$ cat src/design/rfef_pkg.sv
// Package: register map, field positions and timing for regulator event flags
`default_nettype none
package rfef_pkg;
  localparam int NUM_CH = 4;
  localparam logic [7:0] ADDR_TOP_EVENT = 8'h18;
  localparam logic [7:0] ADDR_PAIR_LOW = 8'h19;
  localparam logic [7:0] ADDR_PAIR_HIGH = 8'h1A;
  localparam logic [7:0] ADDR_THERMAL = 8'h1B;
  // Field positions within one channel nibble
  localparam int BIT_OVERCURRENT = 0;
  localparam int BIT_SHORT = 1;
  localparam int BIT_POWERGOOD = 2;
  localparam int NIBBLE = 4;
  // Thermal status and top-level event bit positions
  localparam int BIT_SHUTDOWN = 3;
  localparam int BIT_WARNING = 2;
  localparam int BIT_SUMMARY0 = 4;
  localparam logic [7:0] RESET_BYTE = 8'h00;
  // Timing: start-up short timeout
  localparam int CLK_HZ = 25000000;
  localparam int START_TIMEOUT_US = 1000;
  localparam int START_TIMEOUT_CYC = CLK_HZ / 1000000 * START_TIMEOUT_US;
  localparam int TIMER_W = 15;
endpackage
`default_nettype wire

$ cat src/design/rfef_channel.sv
// One converter channel: start-up timeout and three sticky event flags
`default_nettype none
module rfef_channel #(
  parameter int TIMEOUT_CYC = rfef_pkg::START_TIMEOUT_CYC
) (
  input wire logic core_clk,
  input wire logic nrst,
  input wire logic enabled,
  input wire logic above_short_level,
  input wire logic powergood_reached,
  input wire logic current_limit,
  input wire logic [2:0] clear,
  output logic [2:0] flags
);
  logic [rfef_pkg::TIMER_W-1:0] timer;
  logic [rfef_pkg::TIMER_W-1:0] next_timer;
  logic started;
  logic next_started;
  logic enabled_q;
  logic next_enabled_q;
  logic [2:0] event_now;
  logic [2:0] next_flags;
  logic timeout_hit;

  // Timer runs from enable until the output first crosses 0.35 V or the timeout fires
  always_comb begin
    next_enabled_q = enabled;
    next_timer = timer;
    next_started = started;
    timeout_hit = 1'b0;
    if (!enabled) begin
      next_timer = '0;
      next_started = 1'b0;
    end else if (enabled && !enabled_q) begin
      next_timer = '0;
      next_started = above_short_level;
    end else if (!started) begin
      if (above_short_level) begin
        next_started = 1'b1;
      end else if (timer == rfef_pkg::TIMER_W'(TIMEOUT_CYC - 1)) begin
        timeout_hit = 1'b1;
        next_started = 1'b1; // Report once, then watch for drops
      end else begin
        next_timer = timer + 1'b1;
      end
    end
  end

  // Set wins over clear so a coincident event is never lost
  always_comb begin
    event_now = '0;
    event_now[rfef_pkg::BIT_POWERGOOD] = powergood_reached;
    event_now[rfef_pkg::BIT_SHORT] = timeout_hit ||
      (enabled && started && !above_short_level);
    event_now[rfef_pkg::BIT_OVERCURRENT] = current_limit;
    next_flags = (flags & ~clear) | event_now;
  end

  always_ff @(posedge core_clk) begin
    if (!nrst) begin
      timer <= '0;
      started <= 1'b0;
      enabled_q <= 1'b0;
      flags <= '0;
    end else begin
      timer <= next_timer;
      started <= next_started;
      enabled_q <= next_enabled_q;
      flags <= next_flags;
    end
  end
endmodule
`default_nettype wire

$ cat src/design/rfef_top.sv
// Top: event flag registers, thermal status and register read/write port
`default_nettype none
//Contract
// - Each channel latches a sticky power-good event, bit 6 upper, bit 2 lower.
// - Each channel latches a short event when output drops below 0.35 V running.
// - Short event also latched if 0.35 V not reached within 1 ms of enable.
// - Each channel latches a current-limit event, bit 4 upper, bit 0 lower.
// - Flags stay set until the host writes one to that bit.
// - Channels 0-1 at 0x19, 2-3 at 0x1A; bits 7 and 3 read zero.
// - Thermal status bit 3 shows live shutdown comparator.
// - Thermal status bit 2 shows live warning; other bits read zero.
// - Summary bit per channel set while any of its flags pend.
// - Latched thermal events take live thermal status bits as source.
module rfef_top #(
  parameter int TIMEOUT_CYC = rfef_pkg::START_TIMEOUT_CYC
) (
  input wire logic core_clk,
  input wire logic nrst,
  input wire logic [3:0] ch_enabled,
  input wire logic [3:0] ch_above_short_level,
  input wire logic [3:0] ch_powergood_reached,
  input wire logic [3:0] ch_current_limit,
  input wire logic overheat_shutdown_in,
  input wire logic overheat_warning_in,
  input wire logic reg_wr,
  input wire logic reg_rd,
  input wire logic [7:0] reg_addr,
  input wire logic [7:0] reg_wdata,
  output logic [7:0] reg_rdata,
  output logic [7:0] pair_low_flags,
  output logic [7:0] pair_high_flags,
  output logic [7:0] top_event_flags
);
  // Synchroniser stages, one pair per comparator group; only the second
  // stage of each pair is ever read by logic
  logic [3:0] en_meta;
  logic [3:0] next_en_meta;
  logic [3:0] en_s;
  logic [3:0] next_en_s;
  logic [3:0] above_meta;
  logic [3:0] next_above_meta;
  logic [3:0] above_s;
  logic [3:0] next_above_s;
  logic [3:0] pg_meta;
  logic [3:0] next_pg_meta;
  logic [3:0] pg_s;
  logic [3:0] next_pg_s;
  logic [3:0] ilim_meta;
  logic [3:0] next_ilim_meta;
  logic [3:0] ilim_s;
  logic [3:0] next_ilim_s;
  logic shutdown_meta;
  logic next_shutdown_meta;
  logic overheat_shutdown_live;
  logic next_overheat_shutdown_live;
  logic warning_meta;
  logic next_warning_meta;
  logic overheat_warning_live;
  logic next_overheat_warning_live;
  // Per-channel flag state lives in the channel instances
  logic [2:0] ch_flags [rfef_pkg::NUM_CH];
  logic [2:0] ch_clear [rfef_pkg::NUM_CH];
  // Host write decode, one strobe per writable register
  logic wr_pair_low;
  logic wr_pair_high;
  logic wr_top_event;
  logic [7:0] thermal_live_status;
  logic [1:0] thermal_events;
  logic [1:0] next_thermal_events;
  logic [7:0] next_rdata;
  logic [7:0] next_top;
  logic [7:0] next_low;
  logic [7:0] next_high;

  // First stage samples the pins, second stage samples the first
  always_comb begin
    next_en_meta = ch_enabled;
    next_above_meta = ch_above_short_level;
    next_pg_meta = ch_powergood_reached;
    next_ilim_meta = ch_current_limit;
    next_shutdown_meta = overheat_shutdown_in;
    next_warning_meta = overheat_warning_in;
    next_en_s = en_meta;
    next_above_s = above_meta;
    next_pg_s = pg_meta;
    next_ilim_s = ilim_meta;
    next_overheat_shutdown_live = shutdown_meta;
    next_overheat_warning_live = warning_meta;
  end

  // Cleared in reset so no channel looks enabled before the pins settle
  always_ff @(posedge core_clk) begin
    if (!nrst) begin
      en_meta <= '0;
      above_meta <= '0;
      pg_meta <= '0;
      ilim_meta <= '0;
      shutdown_meta <= 1'b0;
      warning_meta <= 1'b0;
      en_s <= '0;
      above_s <= '0;
      pg_s <= '0;
      ilim_s <= '0;
      overheat_shutdown_live <= 1'b0;
      overheat_warning_live <= 1'b0;
    end else begin
      en_meta <= next_en_meta;
      above_meta <= next_above_meta;
      pg_meta <= next_pg_meta;
      ilim_meta <= next_ilim_meta;
      shutdown_meta <= next_shutdown_meta;
      warning_meta <= next_warning_meta;
      en_s <= next_en_s;
      above_s <= next_above_s;
      pg_s <= next_pg_s;
      ilim_s <= next_ilim_s;
      overheat_shutdown_live <= next_overheat_shutdown_live;
      overheat_warning_live <= next_overheat_warning_live;
    end
  end

  // Write strobes; the thermal status address gets none at all
  always_comb begin
    wr_pair_low = reg_wr && (reg_addr == rfef_pkg::ADDR_PAIR_LOW);
    wr_pair_high = reg_wr && (reg_addr == rfef_pkg::ADDR_PAIR_HIGH);
    wr_top_event = reg_wr && (reg_addr == rfef_pkg::ADDR_TOP_EVENT);
  end

  // Per-channel flags; even channels in low nibble, odd in high
  for (genvar c = 0; c < rfef_pkg::NUM_CH; c++) begin : g_ch
    localparam int LSB = (c % 2) * rfef_pkg::NIBBLE;
    // First pair answers at the low event address, second at the high one
    logic wr_this;
    assign wr_this = (c < rfef_pkg::NUM_CH / 2) ? wr_pair_low : wr_pair_high;
    assign ch_clear[c] = wr_this ? reg_wdata[LSB +: 3] : 3'h0;
    rfef_channel #(.TIMEOUT_CYC(TIMEOUT_CYC)) u_ch (
      .core_clk(core_clk),
      .nrst(nrst),
      .enabled(en_s[c]),
      .above_short_level(above_s[c]),
      .powergood_reached(pg_s[c]),
      .current_limit(ilim_s[c]),
      .clear(ch_clear[c]),
      .flags(ch_flags[c])
    );
  end

  // Live thermal status, reserved bits zero
  always_comb begin
    thermal_live_status = rfef_pkg::RESET_BYTE;
    thermal_live_status[rfef_pkg::BIT_SHUTDOWN] = overheat_shutdown_live;
    thermal_live_status[rfef_pkg::BIT_WARNING] = overheat_warning_live;
  end

  // Latched thermal events fed from live status; live bits never touched
  always_comb begin
    logic [1:0] clr;
    clr = '0;
    if (wr_top_event) begin
      clr = {reg_wdata[rfef_pkg::BIT_SHUTDOWN], reg_wdata[rfef_pkg::BIT_WARNING]};
    end
    next_thermal_events = (thermal_events & ~clr) |
      {thermal_live_status[rfef_pkg::BIT_SHUTDOWN],
       thermal_live_status[rfef_pkg::BIT_WARNING]};
  end

  // Register images; pair images keep reserved bits 7 and 3 zero
  always_comb begin
    next_low = {1'b0, ch_flags[1], 1'b0, ch_flags[0]};
    next_high = {1'b0, ch_flags[3], 1'b0, ch_flags[2]};
    next_top = rfef_pkg::RESET_BYTE;
    for (int c = 0; c < rfef_pkg::NUM_CH; c++) begin
      next_top[rfef_pkg::BIT_SUMMARY0 + c] = |ch_flags[c];
    end
    next_top[rfef_pkg::BIT_SHUTDOWN] = thermal_events[1];
    next_top[rfef_pkg::BIT_WARNING] = thermal_events[0];
  end

  // Read mux; thermal status has no write path at all
  always_comb begin
    next_rdata = reg_rdata;
    if (reg_rd) begin
      unique case (reg_addr)
        rfef_pkg::ADDR_TOP_EVENT: next_rdata = top_event_flags;
        rfef_pkg::ADDR_PAIR_LOW: next_rdata = pair_low_flags;
        rfef_pkg::ADDR_PAIR_HIGH: next_rdata = pair_high_flags;
        rfef_pkg::ADDR_THERMAL: next_rdata = thermal_live_status;
        default: next_rdata = rfef_pkg::RESET_BYTE;
      endcase
    end
  end

  // Thermal event latches
  always_ff @(posedge core_clk) begin
    if (!nrst) begin
      thermal_events <= '0;
    end else begin
      thermal_events <= next_thermal_events;
    end
  end

  // Read data holds its last value between reads
  always_ff @(posedge core_clk) begin
    if (!nrst) begin
      reg_rdata <= rfef_pkg::RESET_BYTE;
    end else begin
      reg_rdata <= next_rdata;
    end
  end

  // Images trail the flags by a cycle; a read right after a clear
  // still shows the old image, so hosts leave one idle cycle
  always_ff @(posedge core_clk) begin
    if (!nrst) begin
      pair_low_flags <= rfef_pkg::RESET_BYTE;
      pair_high_flags <= rfef_pkg::RESET_BYTE;
      top_event_flags <= rfef_pkg::RESET_BYTE;
    end else begin
      pair_low_flags <= next_low;
      pair_high_flags <= next_high;
      top_event_flags <= next_top;
    end
  end
endmodule
`default_nettype wire

$ cat config.mk
export PLATFORM = sky130hd
export DESIGN_NAME = rfef_top
export DESIGN_NICKNAME = d
export VERILOG_FILES = /design/src/design/rfef_pkg.sv /design/src/design/rfef_channel.sv /design/src/design/rfef_top.sv
export SDC_FILE = /design/constraint.sdc
export NUM_CORES = 1
export LEC_CHECK = 0
export BUFFER_PORTS_ARGS = -buffer_cell sky130_fd_sc_hd__buf_2
export CORE_ASPECT_RATIO = 1.75
export CORE_MARGIN = 8
export CORE_UTILIZATION = 64
export CTS_BUF_LIST = sky130_fd_sc_hd__clkbuf_4 sky130_fd_sc_hd__clkbuf_8
export DETAILED_ROUTE_END_ITERATION = 6
export PLACE_DENSITY = 0.85
export SYNTH_ARGS = -nofsm -noshare
export SYNTH_HDL_FRONTEND = slang
export SYNTH_SLANG_ARGS = --single-unit
$ cat constraint.sdc
create_clock -name core_clk -period 4.75 [get_ports core_clk]
set_clock_uncertainty 0.2 [all_clocks]
set_input_delay 0.95 -clock core_clk [delete_from_list [all_inputs] [get_ports core_clk]]
set_output_delay 0.95 -clock core_clk [all_outputs]
set_load 0.05 [all_outputs]
-- Yosys cells after proc, flatten, opt, wreduce, memory -nomap -nowiden
Cells that the tools add are included.
- reductions and logical operators: 43
- equal/unequal tests: 8
- multiplexer cells: 38
- bitwise logic cells: 32
- add/subtract/negate cells: 4
- operators with widths (operator ; count):
    adder 15 x 1 -> 15 bit, second input constant ; 4
    == test 15 bit, second input constant ; 4
    == test 8 x 5 -> 1 bit, second input constant ; 4
    2-to-1 mux 1 bit ; 32
    case mux 8 bit (4 select lines) ; 1
    OR reduction 3 bit ; 8
    inverter 1 bit ; 17
    logical AND 1 bit ; 15
    AND 3 bit ; 4
    2-to-1 mux 3 bit ; 4
    inverter 3 bit ; 4
    OR 3 bit ; 4
    AND reduction 3 bit ; 4
    zero test 1 bit ; 8
    AND reduction 2 bit ; 4
    logical OR 1 bit ; 4
    AND 2 bit ; 1
    2-to-1 mux 2 bit ; 1
    inverter 2 bit ; 1
    OR 2 bit ; 1
- register bits after elaboration: 150
- output and inout bits: 32
- word-level logic and storage cells: 161
- input port bits: 38

-- Depth between registers and ports, before layout
Gate-level depths: netlist (run 1).
- word-level depth: 8
- gate-level depth with buffers: 6
- gate-level depth less buffers: 5

-- Hierarchy
A second synthesis (run 1) with hierarchy kept.
- cells, all modules: 613
- area, all modules: 5750.5 µm²
- modules (own cells, without submodules) (module ; area an instance (µm²) ; times used ; cells each ; sequential area each (µm²)):
    rfef_channel at g_ch[0].u_ch ... ; 909.6 ; 3 ; 106 ; 400.4
    rfef_top ; 2090.8 ; 1 ; 192 ; 1281.2
    rfef_channel at g_ch[3].u_ch ; 930.9 ; 1 ; 103 ; 400.4

-- Worst setup path before layout (run 1)
Ideal clock, no wire load.
- path type: input -> register
- start: in reg_addr[0]
- end: reg g_ch[0].u_ch.flags[1]
- stages: 5
- data arrival time: 1.874 ns
- path buffers: 1
- library setup time: 0.124 ns
- required time: 4.426 ns
- setup slack: 2.552 ns
- cells stage by stage: clkbuf_1 nor2b_1 nand3_1 o21ai_0 o31ai_1
- longest elaborated chain between the ends: 6
- ends and longest elaborated chain (what ; RTL line ; source):
    from (decl) ; rfef_top.sv:27 ; input wire logic [7:0] reg_addr,
    == test 8 x 5 -> 1 bit ; rfef_top.sv:124 ; wr_pair_low = reg_wr && (reg_addr == rfef_pkg::ADDR_PAIR_LOW);
    logical AND 1 bit ; rfef_top.sv:124 ;
    2-to-1 mux 3 bit ; rfef_top.sv:135 ; assign ch_clear[c] = wr_this ? reg_wdata[LSB +: 3] : 3'h0;
    inverter 3 bit ; rfef_channel.sv:56 ; next_flags = (flags & ~clear) | event_now;
    AND 3 bit ; rfef_channel.sv:56 ;
    OR 3 bit ; rfef_channel.sv:56 ;
    to (signal assigned) ; rfef_channel.sv:69 ; flags <= next_flags;
    to (decl) ; rfef_channel.sv:13 ; output logic [2:0] flags
Every way passes these cells.
A chain may end at the register's enable or synchronous reset.

-- Worst setup path in the final report (run 1)
- start: in nrst
- end: reg g_ch[3].u_ch.timer[14] (netlist name)
- longest elaborated chain between the ends: 2
- ends and longest elaborated chain (what ; RTL line ; source):
    from (decl) ; rfef_top.sv:18 ; input wire logic nrst,
    inverter 1 bit (no source line) ; - ;
    OR reduction 3 bit (no source line) ; - ;
    to (signal assigned) ; rfef_channel.sv:66 ; timer <= next_timer;
    to (decl) ; rfef_channel.sv:15 ; logic [rfef_pkg::TIMER_W-1:0] timer;
Every way passes these cells.

==> run_results.csv, run 1 <==
group,metric,value,unit
status,outcome,"completed",
worst_setup_path,cp.required,4.93,ns
cells_and_area,post_layout_nonfiller_instances,801,
yosys,yosysSeqAreaShare,50.3,%
power_and_ir_drop,p_switching,0.000509,W
placed_design,dp_hpwl,8680,µm
timing,tightest_slew,0.608,ns
cells_and_area,final_common_cell,"dfxtp_1",
routing,drcViolationCount,0,
yosys,synth-seq-cells,144,
routing,detailedRoute.firstIterationViolations,263,
worst_setup_path,cp-end-kind,"flop",
worst_setup_path,worstSetupPathType,"in2reg",
cells_and_area,mostFrequentLayoutCells,"dfxtp_1 (144), buf_2 (62), and2_1 (54), nor2_1 (47), nand2_1 (39)",
floorplan,ios,70,
worst_setup_path,cp.arrival,2.72,ns
placed_design,globalplace.congestion,0.878,
placed_design,dpl_worst_slack,1.78,ns
worst_setup_path,max_stage_delay,0.66,ns
timing,fin_crit_sh,53.4,%
floorplan,initial_core_util,66.2,%
timing,setup_tns,0,ns
timing,hold_violations,0,
routing,dr.pass1.iters,5,
global_routing,grt_max_degree,45,
floorplan,rows,45,
power_and_ir_drop,p_leak,2.52,nW
placed_design,place_inst,769,
yosys,muxShareOfSynthArea,1.09,%
power_and_ir_drop,clkPwrFrac,43.3,%
yosys,synth_top_family_by_area,"simple AND/OR/NAND/NOR gates",
yosys,netlist_instances,613,
timing,period_minus_slack,2.54,ns
timing,slew_violations,0,
power_and_ir_drop,p_per_area,363,nW/µm²
global_routing,antenna_found_initial,0,
yosys,synth-async-reset-ratio,0,%
worst_setup_path,crit_buf_inv,1,
yosys,synth_area_per_cell,9.36,µm²
global_routing,grt_pass1_wl,20500,µm
yosys,post_synth_num_cell_types,52,
floorplan,die-area,12400,µm²
worst_setup_path,crit_path_top_delay_cell,"or4_1",
yosys,synth_area,5740,µm²
power_and_ir_drop,ir_worst_vdd,0.316,mV
yosys,synth_flop_cell,"dfxtp_1",
timing,rsz0062_at_grt,"false",
worst_setup_path,crit_chain,"buf_2 -> nand3_1 -> or4_1 -> nand2_1",
yosys,synthAdderAreaFrac,0.872,%
clocking,clk_latency,0.44,ns
clocking,clk_path_buf_depth,2,
yosys,synth_xor_area_share,3.66,%
routing,wl_per_cell,15.1,µm
clocking,post_cts_buffers,0,
global_routing,first_global_vias,4582,
cells_and_area,syn_to_final_growth,13.8,%
floorplan,die_y,141,µm
clocking,clockRootBuffer,"clkbuf_8",
power_and_ir_drop,seqPwrFrac,52.5,%
floorplan,core_area,8670,µm²
worst_hold_path,hold_path_class,"reg2reg",
routing,routed_wl,12100,µm
run,maxCapViolCount,0,
routing,vias,4619,
global_routing,overflow,0,
worst_setup_path,cpLargestDelayFamily,"simple AND/OR/NAND/NOR gates",
clocking,cts_buffers,17,
global_routing,grt_use_total,20.7,%
timing,relSlewSlack,59.5,%
clocking,htree_num_levels,4,
cells_and_area,drive_gt1_share,15.9,%
clocking,hold_buffers,0,
routing,ant_nets,0,
placed_design,io_buffers,62,
yosys,synth_compound_area_share,12.2,%
power_and_ir_drop,pwr-share-comb,4.2,%
power_and_ir_drop,switching_share,21.5,%
clocking,cts-resized-gates,0,
yosys,ys_warn_count,0,
floorplan,die_w,87.6,µm
cells_and_area,insertedDiodeCount,0,
timing,setup_violations,0,
routing,via_per_inst,5.77,
yosys,synth_edf_count,0,
power_and_ir_drop,p_int,0.00186,W
clocking,clk_pin_slew_worst_paths,0.07,ns
clocking,tritoncts,"yes",
cells_and_area,nets,713,
yosys,synthSimpleGateAreaFrac,28.9,%
timing,worst_slack,2.21,ns
worst_setup_path,critPathLaunchType,"input port",
clocking,cts.sinks,144,
cells_and_area,nFillCells,660,
worst_setup_path,cp_max_fo,44,
timing,max_freq,394,MHz
==> synth_stat cells, types with 4 or more instances <==
library cell	instances	area, µm²
dfxtp_1	144	2880
xnor2_1	12	105
or3_1	23	144
o211ai_1	5	37.5
nand4bb_1	4	45.0
nor3_1	6	30.0
nand2_1	39	146
o21ai_0	26	130
clkbuf_1	21	78.8
inv_1	10	37.5
a31oi_1	4	25.0
nand2b_1	7	43.8
nand3_1	25	125
nor4_1	5	31.3
a21boi_0	7	52.6
or4_1	10	75.1
and4_1	5	43.8
mux2i_1	4	40.0
nor2b_1	4	25.0
and3_1	12	75.1
buf_4	6	45.0
a21oi_1	38	190
o31ai_1	14	105
xor2_1	12	105
ha_1	4	50.1
nor2_1	47	176
nand4_1	17	106
and2_1	54	338
o21ai_1	6	30.0
==> power by group through the flow <==
| stage | sequential (W) | combinational [W] | clock (W) |
|---|---|---|---|
| after detailed placement | 0.00127 | 0.0000990 | 0 |
| after floorplan | 0.00128 | 0.0000566 | 0 |
| final | 0.00124 | 0.0000995 | 0.00103 |
| after CTS | 0.00124 | 0.0000994 | 0.00105 |
| after global routing | 0.00125 | 0.000108 | 0.00110 |
| after global placement | 0.00127 | 0.0000962 | 0 |
==> cell type report <==
class / instances / area [µm²] / share of cell area (%)
Clock inverter: 8 / 126 / 1.94
Multi-Input combinational cell: 435 / 2700 / 41.4
Timing Repair Buffer: 63 / 318 / 4.87
Tap cell: 117 / 146 / 2.24
Clock buffer: 24 / 312 / 4.77
Sequential cell: 144 / 2880 / 44.2
Inverter: 10 / 37.5 / 0.575
==> kinds of logic after synthesis <==
logic type               after synthesis
AO/OA/AOI/OAI                        114
AND/OR/NAND/NOR                      282
buffers and inverters                 39
XOR/XNOR                              24
adder cells (fa/ha/maj)                4
multiplexers                           5
other                                  1
flip-flops                           144
==> metrics by stage <==
step / cell area, µm² / power [W] / hold slack [ns] / util, %
after floorplan: 5760 / 0.00134 / 0.212 / -
after global placement: 6090 / 0.00137 / 0.215 / 70.2
after detailed placement: 6090 / 0.00137 / 0.222 / 70.2
after CTS: 6530 / 0.00239 / 0.239 / 75.3
after global routing: 6530 / 0.00245 / 0.258 / 75.3
final: 6530 / 0.00237 / 0.236 / 75.3
==> worst paths after layout <==
path	slack, ns	depth (start not counted)	end	startpoint
hold reg to reg	0.24	1	en_s[1]	en_meta[1]
setup / recovery	2.21	4	g_ch[3].u_ch.timer[14]	nrst
setup reg to reg	2.54	5	g_ch[1].u_ch.timer[9]	g_ch[1].u_ch.timer[0]
hold / removal	0.24	1	en_s[1]	en_meta[1]
==> sequential cells by signal, summed over array words and instances, names as in the netlist, 2 cells and up <==
register,count
above_meta,4
above_s,4
en_meta,4
en_s,4
g_ch.u_ch.enabled_q,4
g_ch.u_ch.flags,12
g_ch.u_ch.started,4
g_ch.u_ch.timer,60
ilim_meta,4
ilim_s,4
next_pg_s,4
pair_high_flags,6
pair_low_flags,6
pg_s,4
reg_rdata,8
thermal_events,2
top_event_flags,6
==> worst reg2reg max path, delay by kind of cell (launching register included) <==
kind,cells,cell delay (ns)
flip-flops,1,0.35
AND/OR/NAND/NOR,3,1.17
AO/OA/AOI/OAI,1,0.14
adder cells (fa/ha/maj),1,0.27
==> metal layers <==
metal	track usage, %	share of wire (%)	up-vias	wire length [µm]
li1	-	-	2297	-
met3	6.69	5.1	24	614
met2	38.0	54	122	6580
met1	20.1	39	2176	4670
met4	8.76	2.1	0	249
met5	0	0	-	0
(Power assumes the default switching activity.)
==> run 2, diff against run 1 <==
- CORE_UTILIZATION: 64 -> 60
- PLACE_DENSITY: 0.85 -> 0.8
- clock period: 4.75 -> 2.4 ns (I/O delays scaled with it)
==> run_results.csv, run 2 (synthesis results as in run 1) <==
group,metric,value,unit
status,outcome,"completed",
global_routing,overflow,0,
worst_setup_path,critPathLaunchType,"flop",
power_and_ir_drop,ir_worst_vdd,0.506,mV
power_and_ir_drop,p_leak,2.56,nW
clocking,post_cts_buffers,0,
cells_and_area,drive_gt1_share,16.9,%
routing,drcViolationCount,0,
worst_setup_path,worstSetupPathType,"reg2reg",
timing,setup_tns,0,ns
timing,max_freq,461,MHz
floorplan,initial_core_util,61.0,%
floorplan,core_area,9410,µm²
placed_design,globalplace.congestion,0.863,
cells_and_area,post_layout_nonfiller_instances,814,
worst_hold_path,min_path_cells,2,
clocking,cts_buffers,17,
worst_setup_path,crit_buf_inv,0,
cells_and_area,syn_to_final_growth,15.0,%
worst_hold_path,hold_path_class,"in2reg",
global_routing,grt_pass1_wl,20600,µm
clocking,hold_buffers,0,
cells_and_area,largest_register_ffs,60,
timing,period_minus_slack,2.17,ns
clocking,clk_latency,0.44,ns
clocking,cts-resized-gates,0,
timing,slew_violations,0,
timing,tightest_slew,0.567,ns
power_and_ir_drop,p_per_area,722,nW/µm²
timing,rsz0062_at_grt,"false",
floorplan,die-area,13100,µm²
clocking,cts.sinks,144,
worst_setup_path,cp-end-kind,"flop",
cells_and_area,top_regs,"g_ch.u_ch.timer (60), g_ch.u_ch.flags (12), reg_rdata (8)",
timing,relSlewSlack,62.1,%
placed_design,place_inst,782,
worst_setup_path,cpLargestDelayFamily,"simple AND/OR/NAND/NOR gates",
clocking,clk_path_buf_depth,2,
worst_setup_path,cp.required,2.57,ns
routing,vias,4597,
floorplan,die_y,145,µm
floorplan,ios,70,
worst_setup_path,r2r-start,"g_ch[1].u_ch.timer[0]",
global_routing,antenna_found_initial,0,
worst_setup_path,r2r_end,"g_ch[1].u_ch.timer[9]",
routing,detailedRoute.firstIterationViolations,184,
clocking,htree_num_levels,4,
cells_and_area,mostFrequentLayoutCells,"dfxtp_1 (144), buf_2 (62), and2_1 (54), nor2_1 (47), nand2_1 (39)",
floorplan,die_w,89.9,µm
worst_setup_path,max_stage_delay,0.54,ns
worst_setup_path,rr_worst_depth,5,
routing,via_per_inst,5.65,
cells_and_area,nets,721,
timing,hold_violations,0,
global_routing,first_global_vias,4545,
timing,fin_crit_sh,90.5,%
floorplan,rows,47,
routing,dr.pass1.iters,4,
timing,setup_violations,0,
clocking,clockRootBuffer,"clkbuf_8",
worst_setup_path,cp_max_fo,14,
worst_setup_path,crit_chain,"ha_1 -> and4_1 -> and4b_1 -> or4_1 -> a21oi_1",
placed_design,io_buffers,62,
cells_and_area,top_register,"g_ch.u_ch.timer",
worst_hold_path,hold-path-endpoint,"next_pg_s[0]",
power_and_ir_drop,p_total,0.00477,W
cells_and_area,final_area,6600,µm²
clocking,tritoncts,"yes",
placed_design,dp_hpwl,8820,µm
clocking,clk_pin_slew_worst_paths,0.08,ns
worst_setup_path,cp.arrival,2.34,ns
worst_setup_path,reg2reg_slack,0.23,ns
timing,worst_slack,0.229,ns
run,maxCapViolCount,0,
global_routing,grt_use_total,18.9,%
placed_design,placedInstanceArea,6150,µm²
cells_and_area,insertedDiodeCount,0,
cells_and_area,final_common_cell,"dfxtp_1",
placed_design,dpl_worst_slack,0.262,ns
worst_hold_path,hold_start,"ch_powergood_reached[0]",
global_routing,grt_max_degree,38,
routing,ant_nets,0,
routing,routed_wl,12000,µm
routing,wl_per_cell,14.8,µm
worst_setup_path,crit_path_top_delay_cell,"or4_1",
## run 2: routing by layer
metal | track usage [%] | routed length (µm) | vias up
li1 | - | - | 2309
met1 | 18.9 | 4740 | 2159
met2 | 34.4 | 6490 | 109
met3 | 5.89 | 564 | 20
met4 | 8.97 | 254 | 0
met5 | 0 | 0 | -
## run 2: worst max-delay path by stage
stage	from	endpoint	slack [ns]	cells past startpoint
final	g_ch[1].u_ch.timer[0]	g_ch[1].u_ch.timer[9]	0.23	5
after detailed placement	g_ch[1].u_ch.timer[0]	g_ch[1].u_ch.timer[9]	0.26	5
after global routing	g_ch[1].u_ch.timer[0]	g_ch[1].u_ch.timer[9]	0.10	5
after global placement	g_ch[1].u_ch.timer[0]	g_ch[1].u_ch.timer[9]	0.30	5
after floorplan	g_ch[3].u_ch.timer[0]	g_ch[3].u_ch.timer[12]	0.48	5
after CTS	g_ch[1].u_ch.timer[0]	g_ch[1].u_ch.timer[9]	0.23	5
## run 2: metrics by stage
step	util, %	hold WS (ns)
2_1_floorplan	-	0.212
3_3_place_gp	65.4	0.213
5_1_grt	70.1	0.00940
4_1_cts	70.1	0.00705
3_5_place_dp	65.4	0.219
6_report	70.1	0.0354
## run 2: power by group
group | total (W) | internal [W] | leakage, nW | switching [W]
registers | 0.00246 | 0.00244 | 1.17 | 0.0000249
logic | 0.000202 | 0.0000735 | 1.17 | 0.000129
clock network | 0.00210 | 0.00119 | 0.221 | 0.000913
total | 0.00477 | 0.00370 | 2.56 | 0.00107
## run 2: worst reg2reg max path, cell delays in order (launching register included)
cell and delay (ns):
dfxtp_1 0.35, ha_1 0.28, and4_1 0.26, and4b_1 0.33, or4_1 0.54, a21oi_1 0.15
## run 2: area by class of cell
class                   instances  area (µm²)
well taps                     122         153
clock buffers                  20         263
repair buffers                 71         378
flip-flops and latches        144        2880
multi-input cells             435        2700
fillers                       760        2810
clock inverters                12         180
inverters                      10        37.5
==> run 3, diff against run 2 <==
- PLACE_DENSITY: 0.8 -> default
- PLACE_DENSITY_LB_ADDON: default -> 0.12
==> run_results.csv, run 3 (synthesis results as in run 1) <==
group,metric,value,unit
floorplan,ios,70,
timing,setup_violations,0,
worst_setup_path,cp.required,2.57,ns
worst_setup_path,rr_worst_depth,5,
clocking,cts-resized-gates,0,
cells_and_area,top_register,"g_ch.u_ch.timer",
global_routing,first_global_vias,4677,
worst_setup_path,cp_max_fo,14,
cells_and_area,final_util,70.3,%
clocking,cts.sinks,144,
floorplan,initial_core_util,61.0,%
worst_hold_path,min_path_cells,2,
cells_and_area,post_layout_nonfiller_instances,813,
worst_setup_path,r2r_end,"g_ch[1].u_ch.timer[9]",
clocking,post_cts_buffers,0,
worst_hold_path,hold_path_class,"in2reg",
power_and_ir_drop,ir_worst_vdd,0.469,mV
cells_and_area,top_regs,"g_ch.u_ch.timer (60), g_ch.u_ch.flags (12), reg_rdata (8)",
floorplan,die_w,89.9,µm
power_and_ir_drop,p_per_area,729,nW/µm²
routing,ant_nets,0,
cells_and_area,insertedDiodeCount,0,
cells_and_area,final_area,6620,µm²
global_routing,grt_max_degree,26,
placed_design,dp_hpwl,9100,µm
routing,drcViolationCount,0,
worst_setup_path,worstSetupPathType,"reg2reg",
routing,via_per_inst,5.65,
timing,setup_tns,0,ns
routing,dr.pass1.iters,4,
placed_design,io_buffers,62,
placed_design,globalplace.congestion,0.858,
timing,rsz0062_at_grt,"false",
worst_setup_path,reg2reg_slack,0.25,ns
power_and_ir_drop,p_leak,2.56,nW
timing,slew_violations,0,
clocking,clockRootBuffer,"clkbuf_8",
clocking,cts_buffers,17,
clocking,clk_path_buf_depth,2,
cells_and_area,largest_register_ffs,60,
worst_setup_path,critPathLaunchType,"flop",
worst_setup_path,cp.arrival,2.32,ns
cells_and_area,mostFrequentLayoutCells,"dfxtp_1 (144), buf_2 (62), and2_1 (54), nor2_1 (47), nand2_1 (39)",
worst_setup_path,critPathLaunch,"g_ch[1].u_ch.timer[0]",
global_routing,antenna_found_initial,0,
routing,routed_wl,12200,µm
status,outcome,"completed",
global_routing,overflow,0,
cells_and_area,drive_gt1_share,16.8,%
routing,wl_per_cell,15.0,µm
floorplan,die_y,145,µm
cells_and_area,final_common_cell,"dfxtp_1",
placed_design,place_inst,782,
timing,tightest_slew,0.556,ns
routing,detailedRoute.firstIterationViolations,279,
timing,fin_crit_sh,89.5,%
timing,period_minus_slack,2.15,ns
timing,max_freq,466,MHz
clocking,htree_num_levels,4,
worst_setup_path,r2r-start,"g_ch[1].u_ch.timer[0]",
floorplan,rows,47,
clocking,clk_latency,0.43,ns
cells_and_area,syn_to_final_growth,15.3,%
timing,relSlewSlack,62.9,%
routing,vias,4597,
timing,hold_violations,0,
worst_hold_path,hold_start,"overheat_shutdown_in",
global_routing,grt_use_total,19.2,%
clocking,clk_pin_slew_worst_paths,0.08,ns
worst_setup_path,cp-end-kind,"flop",
global_routing,grt_pass1_wl,20900,µm
cells_and_area,nets,721,
floorplan,core_area,9410,µm²
clocking,tritoncts,"yes",
cells_and_area,nFillCells,743,
placed_design,placedInstanceArea,6150,µm²
floorplan,die-area,13100,µm²
clocking,hold_buffers,0,
run,maxCapViolCount,0,
worst_hold_path,hold-path-endpoint,"next_overheat_shutdown_live",
run 3: final cells by class:
class	count	area, µm²	area share, %
multi-input cells	435	2700	40.9
clock inverters	13	213	3.22
clock buffers	18	248	3.75
flip-flops and latches	144	2880	43.6
well taps	122	153	2.31
inverters	10	37.5	0.567
repair buffers	71	378	5.71
run 3: how the worst max path moves through the flow:
stage | slack (ns) | cells after the start | to
finish | 0.25 | 5 | g_ch[1].u_ch.timer[9]
global route | 0.15 | 5 | g_ch[1].u_ch.started
CTS | 0.27 | 5 | g_ch[1].u_ch.timer[9]
detailed placement | 0.27 | 5 | g_ch[1].u_ch.timer[9]
global placement | 0.29 | 5 | g_ch[1].u_ch.timer[9]
floorplan | 0.48 | 5 | g_ch[3].u_ch.timer[12]
run 3: worst max-delay path, cell delays in order, from the launching register on:
cell	delay, ns
dfxtp_1	0.34
ha_1	0.27
and4_1	0.26
and4b_1	0.33
or4_1	0.54
a21oi_1	0.14
run 3: per-layer routing:
metal	routed length, µm	up-vias	global-route usage [%]
li1	-	2317	-
met1	4730	2154	18.3
met2	6640	99	35.9
met3	507	27	5.79
met4	339	0	9.72
met5	0	-	0
run 3: report_power, final:
part,internal (W),total (W),switching [W]
Combinational,0.0000736,0.000203,0.000129
Sequential,0.00244,0.00246,0.0000233
Clock,0.00126,0.00216,0.000898
run 3: per-stage QoR:
step                      setup WS (ns)  hold WS [ns]  total power (W)
after floorplan                   0.480         0.212          0.00265
after global placement            0.291         0.214          0.00271
after detailed placement          0.269         0.220          0.00272
after CTS                         0.267        0.0244          0.00486
after global routing              0.149        0.0274          0.00500
final                             0.252        0.0490          0.00482
